### config.mk
export PLATFORM = sky130hd
export DESIGN_NAME = power_up_rail_sequencer
export DESIGN_NICKNAME = d
export VERILOG_FILES = /design/src/hdl/rail_seq_pkg.sv /design/src/hdl/power_up_rail_sequencer.sv
export SDC_FILE = /design/constraint.sdc
export NUM_CORES = 1
export LEC_CHECK = 0
export ABC_AREA = 0
export BUFFER_PORTS_ARGS = -buffer_cell sky130_fd_sc_hd__clkbuf_2
export CAP_MARGIN = 20
export CORE_MARGIN = 3
export CORE_UTILIZATION = 45
export CTS_CLUSTER_SIZE = 24
export DETAILED_ROUTE_END_ITERATION = 8
export PLACE_DENSITY = 0.65
export SETUP_SLACK_MARGIN = 0.5
export SKIP_LAST_GASP = 1
export SYNTH_ARGS = -nofsm -noshare
export SYNTH_HDL_FRONTEND = slang
export SYNTH_SLANG_ARGS = --single-unit
### constraint.sdc
create_clock -name core_clk -period 7.2 [get_ports core_clk]
set_input_delay 0.72 -clock core_clk [delete_from_list [all_inputs] [get_ports core_clk]]
set_output_delay 0.72 -clock core_clk [all_outputs]
set_load 0.01 [all_outputs]
### src/hdl/rail_seq_pkg.sv
// Constants for the power-up rail sequencer
package rail_seq_pkg;
   // ****************************************
   // Clock and timing
   // ****************************************
   localparam int CLK_HZ = 25000000;
   localparam int EN_DLY_MS = 11;
   localparam int MON_MS = 10;
   localparam int RST_DLY_MS = 10;
   localparam int GLITCH_MIN_US = 20;
   localparam int GLITCH_MAX_US = 1000;
   // Cycle counts derived from the clock rate
   localparam int EN_DLY_CYC = EN_DLY_MS * (CLK_HZ / 1000);
   localparam int MON_CYC = MON_MS * (CLK_HZ / 1000);
   localparam int RST_DLY_CYC = RST_DLY_MS * (CLK_HZ / 1000);
   // Filter window: longest dip ignored, rounded down, inside the allowed span
   localparam int GLITCH_CYC = GLITCH_MIN_US * (CLK_HZ / 1000000);
   localparam int CNT_W = 24;
   localparam int FLT_W = 16;
   // ****************************************
   // Sequencer states
   // ****************************************
   typedef enum logic [2:0]
   {
      ST_OFF = 3'h0,
      ST_EN_WAIT = 3'h1,
      ST_CORE = 3'h2,
      ST_MID = 3'h3,
      ST_IO = 3'h4,
      ST_RST_WAIT = 3'h5,
      ST_ON = 3'h6,
      ST_FAULT = 3'h7
   } seq_state_t;
endpackage : rail_seq_pkg

### src/hdl/power_up_rail_sequencer.sv
// Power-up rail sequencer with supply monitor glitch filters
`timescale 1ns/1ps
module power_up_rail_sequencer
#(
   // Sequencer clock rate; a bench may lower it to shorten every wait
   parameter int CLK_HZ = rail_seq_pkg::CLK_HZ
)
(
   // Clock and reset
   input wire logic core_clk,
   input wire logic rst_n,
   // Host request
   input wire logic system_on_request,
   // Supply monitors, high when rail above threshold
   input wire logic core_rail_good,
   input wire logic mid_rail_good,
   input wire logic io_rail_good,
   // Rail enables, system reset and fault flag
   output logic core_rail_enable,
   output logic mid_rail_enable,
   output logic io_rail_enable,
   output logic system_reset_n,
   output logic seq_fault
);
   // Cycle counts follow the clock rate, so the millisecond figures hold at any rate that is a whole number of kHz
   localparam int EN_CYC = rail_seq_pkg::EN_DLY_MS * (CLK_HZ / 1000);
   localparam int MON_CYC = rail_seq_pkg::MON_MS * (CLK_HZ / 1000);
   localparam int RST_CYC = rail_seq_pkg::RST_DLY_MS * (CLK_HZ / 1000);
   localparam int GLITCH_CYC = rail_seq_pkg::GLITCH_MIN_US * (CLK_HZ / 1000000);
   // ****************************************
   // Input synchronisers
   // ****************************************
   logic [2:0] req_sync_ff;
   logic req_ff;
   logic req_rise;
   logic [2:0] good_raw;
   logic [2:0] good_flt;
   assign good_raw = {io_rail_good, mid_rail_good, core_rail_good};

   always_ff @(posedge core_clk)
   begin
      if (!rst_n)
      begin
         req_sync_ff <= 3'h0;
         req_ff <= 1'b0;
      end
      else
      begin
         req_sync_ff <= {req_sync_ff[1:0], system_on_request};
         if (req_sync_ff[1] == req_sync_ff[2])
            req_ff <= req_sync_ff[2];
      end
   end
   assign req_rise = req_sync_ff[1] & req_sync_ff[2] & ~req_ff;

   // ****************************************
   // Supply monitor glitch filters
   // ****************************************
   // Each monitor reports a drop only after it has lasted the full window
   genvar gi;
   generate
      for (gi = 0; gi < 3; gi++)
      begin : g_flt
         logic [2:0] s_ff;
         logic good_ff;
         logic [rail_seq_pkg::FLT_W-1:0] low_cnt_ff;
         logic agree;
         assign agree = (s_ff[1] == s_ff[2]);
         always_ff @(posedge core_clk)
         begin
            if (!rst_n)
            begin
               s_ff <= 3'h0;
               good_ff <= 1'b0;
               low_cnt_ff <= '0;
            end
            else
            begin
               s_ff <= {s_ff[1:0], good_raw[gi]};
               if (agree && s_ff[2])
               begin
                  good_ff <= 1'b1;
                  low_cnt_ff <= '0;
               end
               else if (agree && !s_ff[2])
               begin
                  if (low_cnt_ff >= rail_seq_pkg::FLT_W'(GLITCH_CYC))
                     good_ff <= 1'b0;
                  else
                     low_cnt_ff <= low_cnt_ff + 1'b1;
               end
            end
         end
         assign good_flt[gi] = good_ff;
      end
   endgenerate

   // ****************************************
   // Sequencer
   // ****************************************
   // Counters run on the sequencer clock; a dropped request aborts at any point
   rail_seq_pkg::seq_state_t state_ff;
   rail_seq_pkg::seq_state_t nxt_state;
   logic [rail_seq_pkg::CNT_W-1:0] cnt_ff;
   logic [rail_seq_pkg::CNT_W-1:0] term;
   logic done;
   logic chk_good;
   logic in_wait;

   assign term = (state_ff == rail_seq_pkg::ST_EN_WAIT) ?
                 rail_seq_pkg::CNT_W'(EN_CYC - 1) :
                 (state_ff == rail_seq_pkg::ST_RST_WAIT) ?
                 rail_seq_pkg::CNT_W'(RST_CYC - 1) :
                 rail_seq_pkg::CNT_W'(MON_CYC - 1);
   assign done = (cnt_ff == term);
   assign in_wait = (state_ff != rail_seq_pkg::ST_OFF) && (state_ff != rail_seq_pkg::ST_ON) &&
                    (state_ff != rail_seq_pkg::ST_FAULT);
   assign chk_good = (state_ff == rail_seq_pkg::ST_CORE) ? good_flt[0] :
                     (state_ff == rail_seq_pkg::ST_MID) ? good_flt[1] : good_flt[2];

   always_comb
   begin
      nxt_state = state_ff;
      case (state_ff)
         rail_seq_pkg::ST_OFF:
            if (req_rise)
               nxt_state = rail_seq_pkg::ST_EN_WAIT;
         rail_seq_pkg::ST_EN_WAIT:
            if (done)
               nxt_state = rail_seq_pkg::ST_CORE;
         rail_seq_pkg::ST_CORE, rail_seq_pkg::ST_MID, rail_seq_pkg::ST_IO:
            if (done && !chk_good)
               nxt_state = rail_seq_pkg::ST_FAULT;
            else if (done && state_ff == rail_seq_pkg::ST_CORE)
               nxt_state = rail_seq_pkg::ST_MID;
            else if (done && state_ff == rail_seq_pkg::ST_MID)
               nxt_state = rail_seq_pkg::ST_IO;
            else if (done)
               nxt_state = rail_seq_pkg::ST_RST_WAIT;
         rail_seq_pkg::ST_RST_WAIT:
            if (done)
               nxt_state = rail_seq_pkg::ST_ON;
         rail_seq_pkg::ST_ON:
            nxt_state = rail_seq_pkg::ST_ON;
         rail_seq_pkg::ST_FAULT:
            nxt_state = rail_seq_pkg::ST_FAULT;
         default:
            nxt_state = rail_seq_pkg::ST_OFF;
      endcase
      // Request low restarts the whole sequence; the rise itself is seen before req_ff
      if (!req_ff && !req_rise)
         nxt_state = rail_seq_pkg::ST_OFF;
   end

   always_ff @(posedge core_clk)
   begin
      if (!rst_n)
      begin
         state_ff <= rail_seq_pkg::ST_OFF;
         cnt_ff <= '0;
      end
      else
      begin
         state_ff <= nxt_state;
         cnt_ff <= (nxt_state != state_ff || !in_wait) ? '0 : cnt_ff + 1'b1;
      end
   end

   // ****************************************
   // Outputs
   // ****************************************
   logic core_en_ff;
   logic mid_en_ff;
   logic io_en_ff;
   logic rst_n_ff;
   logic fault_ff;
   always_ff @(posedge core_clk)
   begin
      if (!rst_n)
      begin
         core_en_ff <= 1'b0;
         mid_en_ff <= 1'b0;
         io_en_ff <= 1'b0;
         rst_n_ff <= 1'b0;
         fault_ff <= 1'b0;
      end
      else
      begin
         // Enables already on stay on after a fault; later enables and reset release are withheld
         core_en_ff <= (nxt_state != rail_seq_pkg::ST_OFF) &&
                       (nxt_state != rail_seq_pkg::ST_EN_WAIT);
         mid_en_ff <= (nxt_state == rail_seq_pkg::ST_MID) || (nxt_state == rail_seq_pkg::ST_IO) ||
                      (nxt_state == rail_seq_pkg::ST_RST_WAIT) ||
                      (nxt_state == rail_seq_pkg::ST_ON) ||
                      (mid_en_ff && nxt_state == rail_seq_pkg::ST_FAULT);
         io_en_ff <= (nxt_state == rail_seq_pkg::ST_IO) ||
                     (nxt_state == rail_seq_pkg::ST_RST_WAIT) ||
                     (nxt_state == rail_seq_pkg::ST_ON) ||
                     (io_en_ff && nxt_state == rail_seq_pkg::ST_FAULT);
         rst_n_ff <= (nxt_state == rail_seq_pkg::ST_ON);
         fault_ff <= (nxt_state == rail_seq_pkg::ST_FAULT);
      end
   end
   assign core_rail_enable = core_en_ff;
   assign mid_rail_enable = mid_en_ff;
   assign io_rail_enable = io_en_ff;
   assign system_reset_n = rst_n_ff;
   assign seq_fault = fault_ff;

   // ****************************************
   // Checks
   // ****************************************
   a_core_en_delay: assert property (@(posedge core_clk) disable iff (!rst_n)
      $rose(state_ff == rail_seq_pkg::ST_EN_WAIT) && req_ff |->
      !core_rail_enable [*8])
      else $error("core enable rose too early");
   a_core_mon_wait: assert property (@(posedge core_clk) disable iff (!rst_n)
      $rose(core_rail_enable) |-> !mid_rail_enable [*8])
      else $error("mid enable before core wait");
   a_mid_mon_wait: assert property (@(posedge core_clk) disable iff (!rst_n)
      $rose(mid_rail_enable) |-> !io_rail_enable [*8])
      else $error("io enable before mid wait");
   a_io_mon_wait: assert property (@(posedge core_clk) disable iff (!rst_n)
      $rose(io_rail_enable) |-> !system_reset_n [*8])
      else $error("reset released before io wait");
   a_reset_release: assert property (@(posedge core_clk) disable iff (!rst_n)
      $rose(system_reset_n) |-> io_rail_enable && mid_rail_enable && core_rail_enable)
      else $error("reset released without all rails");
   a_fault_holds: assert property (@(posedge core_clk) disable iff (!rst_n)
      seq_fault |-> !system_reset_n)
      else $error("reset released during fault");
   a_rail_order: assert property (@(posedge core_clk) disable iff (!rst_n)
      (io_rail_enable |-> mid_rail_enable) and (mid_rail_enable |-> core_rail_enable))
      else $error("rail enables out of order");
   a_fault_on_bad: assert property (@(posedge core_clk) disable iff (!rst_n)
      (state_ff == rail_seq_pkg::ST_CORE) && done && !good_flt[0] && req_ff
      |=> seq_fault)
      else $error("failed core test not caught");
   a_glitch_ignored: assert property (@(posedge core_clk) disable iff (!rst_n)
      g_flt[1].good_ff && (g_flt[1].low_cnt_ff < rail_seq_pkg::FLT_W'(GLITCH_CYC))
      |=> g_flt[1].good_ff)
      else $error("monitor dropped on short dip");
endmodule : power_up_rail_sequencer

Yosys cells after proc, flatten, opt, wreduce, memory -nomap -nowiden
Index checks and enable logic that the tools add are counted.
{"block": "classes", "addsub": 4, "n_mul": 0, "n_div": 0, "order_cmp": 3, "n_eq_ne": 21, "shift": 0, "muxes": 21, "n_bitwise": 7, "n_reduce_logical": 50}
{"cell": "adder 16 x 1 -> 16 bit (second input constant)", "n": 3}
{"cell": "greater-or-equal comparator 16 x 9 -> 1 bit (second input constant)", "n": 3}
{"cell": "adder 24 x 1 -> 24 bit (second input constant)", "n": 1}
{"cell": "equality test 24 x 19 -> 1 bit", "n": 1}
{"cell": "equality test 3 bit (second input constant)", "n": 8}
{"cell": "2-to-1 mux 3 bit", "n": 8}
{"cell": "2-to-1 mux 19 bit", "n": 1}
{"cell": "one-hot mux 3 bit (6 select lines)", "n": 1}
{"cell": "logical AND 1 bit", "n": 15}
{"cell": "AND reduction 2 bit", "n": 6}
{"cell": "nonzero test 2 bit", "n": 6}
{"cell": "2-to-1 mux 1 bit", "n": 11}
{"cell": "equality test 3 x 2 -> 1 bit (second input constant)", "n": 3}
{"cell": "logical OR 1 bit", "n": 8}
{"cell": "OR reduction 2 bit", "n": 4}
{"cell": "logical NOT 1 bit", "n": 7}
{"cell": "!= test 3 bit (second input constant)", "n": 2}
{"cell": "nonzero test 3 bit", "n": 2}
{"cell": "NOT 1 bit", "n": 5}
{"cell": "equality test 1 bit", "n": 4}
{"cell": "equality test 3 x 1 -> 1 bit (second input constant)", "n": 1}
{"cell": "logical NOT 3 bit", "n": 1}
{"cell": "!= test 3 x 1 -> 1 bit (second input constant)", "n": 1}
{"cell": "!= test 3 bit", "n": 1}
{"cell": "other kinds (2)", "n": 3}
{"block": "totals", "register_bits": 96, "latchBits": 0, "ram_bits": 0, "romBits": 0, "input_bits": 6, "out_inout_bits": 5, "memories": 0}

Longest topological paths before layout
Gate-level depths: netlist of the first run.
{"block": "depth", "depth_word": 14, "depth_mapped": 7, "ltp_nobuf": 7}

Worst setup path before layout of the first run
No wires, ideal clock.
{"block": "synth_path", "path_kind": "reg-to-reg", "start": "reg cnt_ff[18] in the netlist's numbering", "end": "reg io_en_ff, in the netlist io_rail_enable", "setup_time_ps": 120, "arrival_time_ps": 2249, "setup_slack_ps": 4831, "path_stages_with_launch": 7, "path_buffers": 1, "cell_sequence": "dfxtp_1 > buf_6 > or4b_1 > or4_4 > a2111oi_4 > o21ba_2 > o31a_1"}
{"block": "synth_between", "elab_chain_len": 11}
{"item": "from (decl)", "line": "power_up_rail_sequencer.sv:104", "source": "logic [rail_seq_pkg::CNT_W-1:0] cnt_ff;"}
{"item": "from (signal assigned)", "line": "power_up_rail_sequencer.sv:165", "source": "cnt_ff <= (nxt_state != state_ff || !in_wait) ? '0 : cnt_ff + 1'b1;"}
{"item": "equality test 24 x 19 -> 1 bit (*)", "line": "power_up_rail_sequencer.sv:115", "source": "assign done = (cnt_ff == term);"}
{"item": "2-to-1 mux 3 bit or logical AND 1 bit (tied branches)", "line": "power_up_rail_sequencer.sv:138, power_up_rail_sequencer.sv:136"}
{"item": "2-to-1 mux 3 bit", "line": "power_up_rail_sequencer.sv:136", "source": "else if (done && state_ff == rail_seq_pkg::ST_MID)"}
{"item": "2-to-1 mux 3 bit", "line": "power_up_rail_sequencer.sv:134", "source": "else if (done && state_ff == rail_seq_pkg::ST_CORE)"}
{"item": "2-to-1 mux 3 bit", "line": "power_up_rail_sequencer.sv:132", "source": "if (done && !chk_good)"}
{"item": "one-hot mux 3 bit (6 select lines) (*)", "line": "power_up_rail_sequencer.sv:124", "source": "case (state_ff)"}
{"item": "2-to-1 mux 3 bit (*)", "line": "power_up_rail_sequencer.sv:151", "source": "if (!req_ff && !req_rise)"}
{"item": "equality test 3 bit (on tied branches)", "line": "power_up_rail_sequencer.sv:196, power_up_rail_sequencer.sv:197"}
{"item": "logical OR 1 bit", "line": "power_up_rail_sequencer.sv:196", "source": "io_en_ff <= (nxt_state == rail_seq_pkg::ST_IO) ||"}
{"item": "logical OR 1 bit", "line": "power_up_rail_sequencer.sv:197", "source": "(nxt_state == rail_seq_pkg::ST_RST_WAIT) ||"}
{"item": "logical OR 1 bit (*)", "line": "power_up_rail_sequencer.sv:198", "source": "(nxt_state == rail_seq_pkg::ST_ON) ||"}
{"item": "to (signal assigned)", "line": "power_up_rail_sequencer.sv:196"}
{"item": "to (decl)", "line": "power_up_rail_sequencer.sv:174", "source": "logic io_en_ff;"}
Mark *: on every way between the ends. The rest lies on a longest branch, timed or not.
A chain may end at the register's enable or synchronous reset.

Final worst setup path of the first run
{"block": "layout_path", "start": "reg cnt_ff[3] in the netlist's numbering", "end": "reg cnt_ff[4] in the netlist's numbering"}
{"block": "layout_between", "elab_chain_len": 10}
{"item": "equality test 24 x 19 -> 1 bit", "line": "power_up_rail_sequencer.sv:115"}
{"item": "2-to-1 mux 3 bit or logical AND 1 bit (tied branches)", "line": "power_up_rail_sequencer.sv:138, power_up_rail_sequencer.sv:136"}
{"item": "2-to-1 mux 3 bit", "line": "power_up_rail_sequencer.sv:136"}
{"item": "2-to-1 mux 3 bit", "line": "power_up_rail_sequencer.sv:134"}
{"item": "2-to-1 mux 3 bit", "line": "power_up_rail_sequencer.sv:132"}
{"item": "one-hot mux 3 bit (6 select lines)", "line": "power_up_rail_sequencer.sv:124"}
{"item": "2-to-1 mux 3 bit", "line": "power_up_rail_sequencer.sv:151"}
{"item": "!= test 3 bit", "line": "power_up_rail_sequencer.sv:165"}
{"item": "logical OR 1 bit", "line": "power_up_rail_sequencer.sv:165"}
{"item": "OR reduction 2 bit (no line)"}
Parallel ways exist; a longest one is shown, timed or not.

==> results.md, run 1 <==
- Register area share after synthesis: 0.457
- CP max stage delay: 0.55 ns
- Synth unique cells: 50
- GRT Overall Usage: 0.151
- Net Count, Synth: 478
- Min Tclk post-route: 2.63 ns
- Clock Skews: 0.0105 ns
- Main flop type after synthesis: dfxtp_1
- Post-route setup TNS: 0 ns
- GRT busiest layer: met2
- Post-synth top area share: 0.457
- # IOs: 11
- Footprint of the multi-input gates: 2120 µm²
- Drt first-iter violations: 150
- Total gr overflow: 0
- Share of cells above drive strength 1: 0.0730
- Antenna-violating nets left: 0
- Die area: 10500 µm²
- Drt wl/cell: 12.7 µm
- Power Dens Cells: 196 nW/µm²
- Global routing usage on met3: 0.0562
- Post-synth EDFFs: 0
- Slowest CP cell: or4_4
- Vias: 3053
- Starting Density: 0.473
- RSZ-0062 raised after global routing: false
- Worst vdd ir: 0.000151 V
- Fmax: 381 MHz
- Core area: 8890 µm²
- Met1 Use GR: 0.183
- Count of input and output buffers: 10
- Die H: 103 µm
- Depth of the CTS H-tree: 3
- CTS Buffer Depth: 2
- Placed insts: 559
- Ranking of synthesized cells by area: dfxtp_1 (46%), and2_1 (5.2%), xnor2_1 (5.0%)
- Root buffer selected by CTS: clkbuf_8
- Syn-to-layout area delta: 6.66%
- Mapped Avg Cell Area: 9.19 µm²
- Max-slew violations: 0
- Mapped cell area: 4210 µm²
- Reg area: 1920 µm²
- CTS resizes: 0
- WP data required: 7.43 ns
- Post-DP HPWL: 5060 µm
- Setup violators final: 0
- Clock-pin slew on the worst setup and hold paths: 0.08 ns
- Post-cts hold buffer count: 0
- First-pass GRT wire length: 12900 µm
- Postcts setup bufs: 0
- CTS Sinks: 96
- GP Congestion: 0.824
- Util after Layout: 0.505
- Initial antenna violation count: 0
- Fillers: 812
- Critical path endpoint category: flop
- Vias per cell: 5.32
- Final Hold Violating Endpoints: 0
- Critical path type: flop to flop
- Synth Warn #: 0
- Top-count cell post-synth: dfxtp_1
- Critical path buffers and inverters: 0
- Largest net degree at the start of global routing: 26
- # rows: 34
- Seq cells post-synth: 96
- Tot Pwr: 881 µW
- CTS tree: built
- Die W: 103 µm
- Final worst-path cycle share: 0.365
- Met2 usage: 0.252
- List of most frequent post-synthesis cells: dfxtp_1 (96), nor2_1 (43), nor3_1 (38)
- CP cell instances: or4b_1 > or4_4 > a2111oi_4 > mux2_2 > nor3_1
- Hold WC Path Type: flop to flop
- Worst Path Max Fanout: 24
- Fin cells: 574
- Cts bufs inserted: 9
- Antenna fix cells: 0
- Worst-margin pin slew: 0.571 ns
- CP top delay family: simple AND/OR/NAND/NOR gates
- Cell type with the largest total area after synthesis: dfxtp_1
- Relative slew margins: 0.615
- Detailed Route WL: 7310 µm
- Worst-Skew Late Latency: 0.36 ns
- Leakage power: 0.00153 µW
- Drc violations: 0
- Final nets: 483
- Number of global-route vias before repair: 2935
- Arrival time worst endpoint: 2.85 ns
- Worst setup SP type: flop
- Mapped Cells: 458
- Outcome: finished clean
- Max Cap Viol: 0
- 1st-pass router iterations: 4
- Ys async rst share: 0
cells by family after synthesis:
logic type,count (synthesis),synth area share
and+or+nand+nor,215,0.278
xor gates and xnor gates,41,0.0853
DFF,96,0.457
adders and majority gates,14,0.0416
AOI/OAI and AO/OA,49,0.0895
muxes,4,0.0101
buffers and inverters,39,0.0390
layer usage:
| metal | share of wire | up-vias | wire, µm |
|---|---|---|---|
| li1 | - | 1593 | - |
| met1 | 0.50 | 1418 | 3630 |
| met2 | 0.46 | 38 | 3380 |
| met3 | 0.033 | 4 | 244 |
| met4 | 0.0086 | 0 | 63 |
| met5 | 0 | - | 0 |
state kept, by name (all words and copies together), names as in the netlist:
name	cells
g_flt.low_cnt_ff	48
cnt_ff	24
g_flt.s_ff	9
g_flt.good_ff	3
req_sync_ff	3
state_ff	3
core_rail_enable	1
io_rail_enable	1
mid_rail_enable	1
req_ff	1
seq_fault	1
system_reset_n	1
power breakdown:
group / switching, µW / internal [µW] / total, µW
Sequential: 8.44 / 539 / 547
Clock: 171 / 131 / 301
Combinational: 18.9 / 13.4 / 32.2
Total: 198 / 683 / 881
cell type report:
type | count | share of cell area
Tap cell | 108 | 0.0301
Inverter | 22 | 0.0184
Clock buffer | 11 | 0.0315
Sequential cell | 96 | 0.428
Multi-Input combinational cell | 323 | 0.473
Clock inverter | 3 | 0.00446
Timing Repair Buffer | 11 | 0.0145
placed cells by master, fill, tap and decap left out, types with 11 or more instances in the layout:
| master | n |
|---|---|
| inv_1 | 22 |
| and2_1 | 35 |
| nor3_1 | 38 |
| nand4_1 | 22 |
| xor2_1 | 17 |
| xnor2_1 | 24 |
| nor2_1 | 43 |
| nand2_1 | 24 |
| o21ai_0 | 11 |
| ha_1 | 14 |
| dfxtp_1 | 96 |
worst register-to-register path, cell delays in order, from the launching register on:
cell	delay (ns)
dfxtp_1	0.44
or4b_1	0.48
or4_4	0.55
a2111oi_4	0.37
mux2_2	0.53
nor3_1	0.14
worst paths after layout:
kind | startpoint | to | slack [ns] | cells after the start
worst max-delay path | cnt_ff[3]$_SDFF_PP0_ | cnt_ff[4]$_SDFF_PP0_ | 4.57 | 5
worst min-delay path | req_sync_ff[0]$_SDFF_PN0_ | req_sync_ff[1]$_SDFF_PN0_ | 0.44 | 1
worst max register to register | cnt_ff[3]$_SDFF_PP0_ | cnt_ff[4]$_SDFF_PP0_ | 4.57 | 5
worst min register to register | req_sync_ff[0]$_SDFF_PN0_ | req_sync_ff[1]$_SDFF_PN0_ | 0.44 | 1
per-stage QoR:
| step | instance area [µm²] | hold slack, ns | setup WS [ns] |
|---|---|---|---|
| floorplan | 4210 | 0.412 | 4.83 |
| global placement | 4310 | 0.416 | 4.42 |
| detailed placement | 4310 | 0.424 | 4.35 |
| CTS | 4470 | 0.446 | 4.33 |
| global route | 4490 | 0.468 | 4.40 |
| finish | 4490 | 0.442 | 4.57 |
(Power assumes the default switching activity.)
==> run 2: changes to the inputs <==
--- a/config.mk
+++ b/config.mk
@@ -12,7 +12,7 @@
 export CORE_UTILIZATION = 45
 export CTS_CLUSTER_SIZE = 24
 export DETAILED_ROUTE_END_ITERATION = 8
-export PLACE_DENSITY = 0.65
+export PLACE_DENSITY = 0.67
 export SETUP_SLACK_MARGIN = 0.5
 export SKIP_LAST_GASP = 1
 export SYNTH_ARGS = -nofsm -noshare
==> constraint.sdc (replaced) <==
create_clock -name core_clk -period 2.3 [get_ports core_clk]
set_input_delay 0.23 -clock core_clk [delete_from_list [all_inputs] [get_ports core_clk]]
set_output_delay 0.23 -clock core_clk [all_outputs]
set_load 0.01 [all_outputs]
==> run 2 against run 1 <==
  * Sequential cell count did not move
  * Sequential power increased to 3.1 times the previous value
  * Largest cell class unchanged
  * Highest routed layer unchanged
  * First-iteration DRC count rose by 33%
  * Total power grew to 3.4 times the previous value
==> results.md, run 2 (synthesis results as in run 1) <==
- CTS tree: built
- Antenna fix cells: 0
- Regs by FF count: g_flt.low_cnt_ff: 48 flops, cnt_ff: 24 flops, g_flt.s_ff: 9 flops
- GRT busiest layer: met2
- # IOs: 11
- CTS Sinks: 96
- Final worst-path cycle share: 0.970
- Worst Path Max Fanout: 5
- Post-cts hold buffer count: 0
- Detailed Route WL: 7680 µm
- Depth of the CTS H-tree: 3
- Critical path endpoint category: flop
- Core area: 8890 µm²
- Hold Path Cell Cnt: 2
- Post-route setup TNS: 0 ns
- Leakage power: 0.00171 µW
- Drc violations: 0
- Top reg by flops: g_flt.low_cnt_ff
- Largest register FFs: 48
- Initial antenna violation count: 0
- RSZ-0062 raised after global routing: true
- Min Tclk post-route: 2.23 ns
- Critical path type: flop to flop
- Number of global-route vias before repair: 3063
- R2R cell count: 5
- Post-DP HPWL: 5330 µm
- Clock-pin slew on the worst setup and hold paths: 0.10 ns
- Relative slew margins: 0.534
- WP data required: 2.54 ns
- Count of input and output buffers: 10
- Arrival time worst endpoint: 2.47 ns
- Syn-to-layout area delta: 14.8%
- Die area: 10500 µm²
- Met1 Use GR: 0.199
- Met2 usage: 0.259
- Die H: 103 µm
- Vias per cell: 5.37
- Clock Skews: 0.0138 ns
- Power Dens Cells: 615 nW/µm²
- Final nets: 504
- Fillers: 815
- CTS Buffer Depth: 2
- Die W: 103 µm
- GRT Overall Usage: 0.158
- Commonest non-fill, non-tap cell in the layout: dfxtp_1
- Drt first-iter violations: 200
- Starting Density: 0.473
- Worst-Skew Late Latency: 0.36 ns
- Tot Pwr: 2970 µW
- Outcome: finished clean
- Max-slew violations: 0
- 1st-pass router iterations: 4
- Hold WC Path Type: input port to flop
- Root buffer selected by CTS: clkbuf_8
- Hold_sp: core_rail_good
- Final Hold Violating Endpoints: 0
- Worst-margin pin slew: 0.692 ns
- Footprint of the multi-input gates: 2230 µm²
- Drt wl/cell: 12.9 µm
- Cts bufs inserted: 9
- Reg area: 1920 µm²
- Global routing usage on met3: 0.0447
- Total gr overflow: 0
- Worst vdd ir: 0.000334 V
- Vias: 3204
- Worst setup SP type: flop
- Setup violators final: 0
- Most frequent cells in the layout: dfxtp_1 (94), nor2_1 (43), nor3_1 (37)
- Fmax: 448 MHz
- Largest net degree at the start of global routing: 25
- Antenna-violating nets left: 0
- # rows: 34
- Critical Path Source: cnt_ff[4]$_SDFF_PP0_
- Share of cells above drive strength 1: 0.153
- First-pass GRT wire length: 13500 µm
- GP Congestion: 0.816
- Max Cap Viol: 0
- Reg2reg start: cnt_ff[4]$_SDFF_PP0_
run 2: worst paths after layout:
kind / slack, ns / to
setup / recovery: 0.07 / io_rail_enable$_SDFF_PN0_
hold / removal: 0.07 / g_flt[0].s_ff[0]$_SDFF_PN0_
setup reg to reg: 0.07 / io_rail_enable$_SDFF_PN0_
hold reg to reg: 0.44 / req_sync_ff[1]$_SDFF_PN0_
run 2: critical path, cell delays in order, from the launching register on:
cell	delay, ns
dfxtp_2	0.33
or4b_4	0.53
or4_4	0.45
a2111oi_4	0.31
o21ba_4	0.23
o31a_1	0.27
run 2: where the power goes:
part	internal, µW	switching [µW]	leakage, µW
sequential	1690	25.4	0.000778
clock	549	603	0.000103
combinational	44.3	61.7	0.000832
run 2: per-stage QoR:
stage | hold WS (ns) | setup WS (ns) | cell area, µm² | cells | util
global route | 0.0552 | 0.00557 | 4830 | 597 | 0.543
detailed placement | 0.421 | 0.0342 | 4490 | 578 | 0.505
global placement | 0.420 | 0.0429 | 4490 | 578 | 0.505
floorplan | 0.357 | 0.0636 | 4220 | 458 | -
finish | 0.0741 | 0.0692 | 4830 | 597 | 0.543
CTS | 0.0581 | 0.0523 | 4760 | 596 | 0.536
run 2: repair_timing:
action	in CTS	in global routing
resized for setup	10	14
endpoints found under the setup margin	36	39
pin swaps	3	5
setup buffers	2	1
run 2: cell type report:
cell class | count | share of cell area
clock buffers | 10 | 0.0285
clock inverters | 6 | 0.0158
inverters | 22 | 0.0171
multi-input cells | 323 | 0.462
flip-flops and latches | 96 | 0.398
well taps | 108 | 0.0280
repair buffers | 32 | 0.0505
run 2: metal layers:
layer	part of all wire	vias up	wire [µm]
met5	0	-	0
met4	0.0079	0	61
met3	0.034	5	259
met2	0.48	43	3690
met1	0.48	1521	3670
li1	-	1635	-
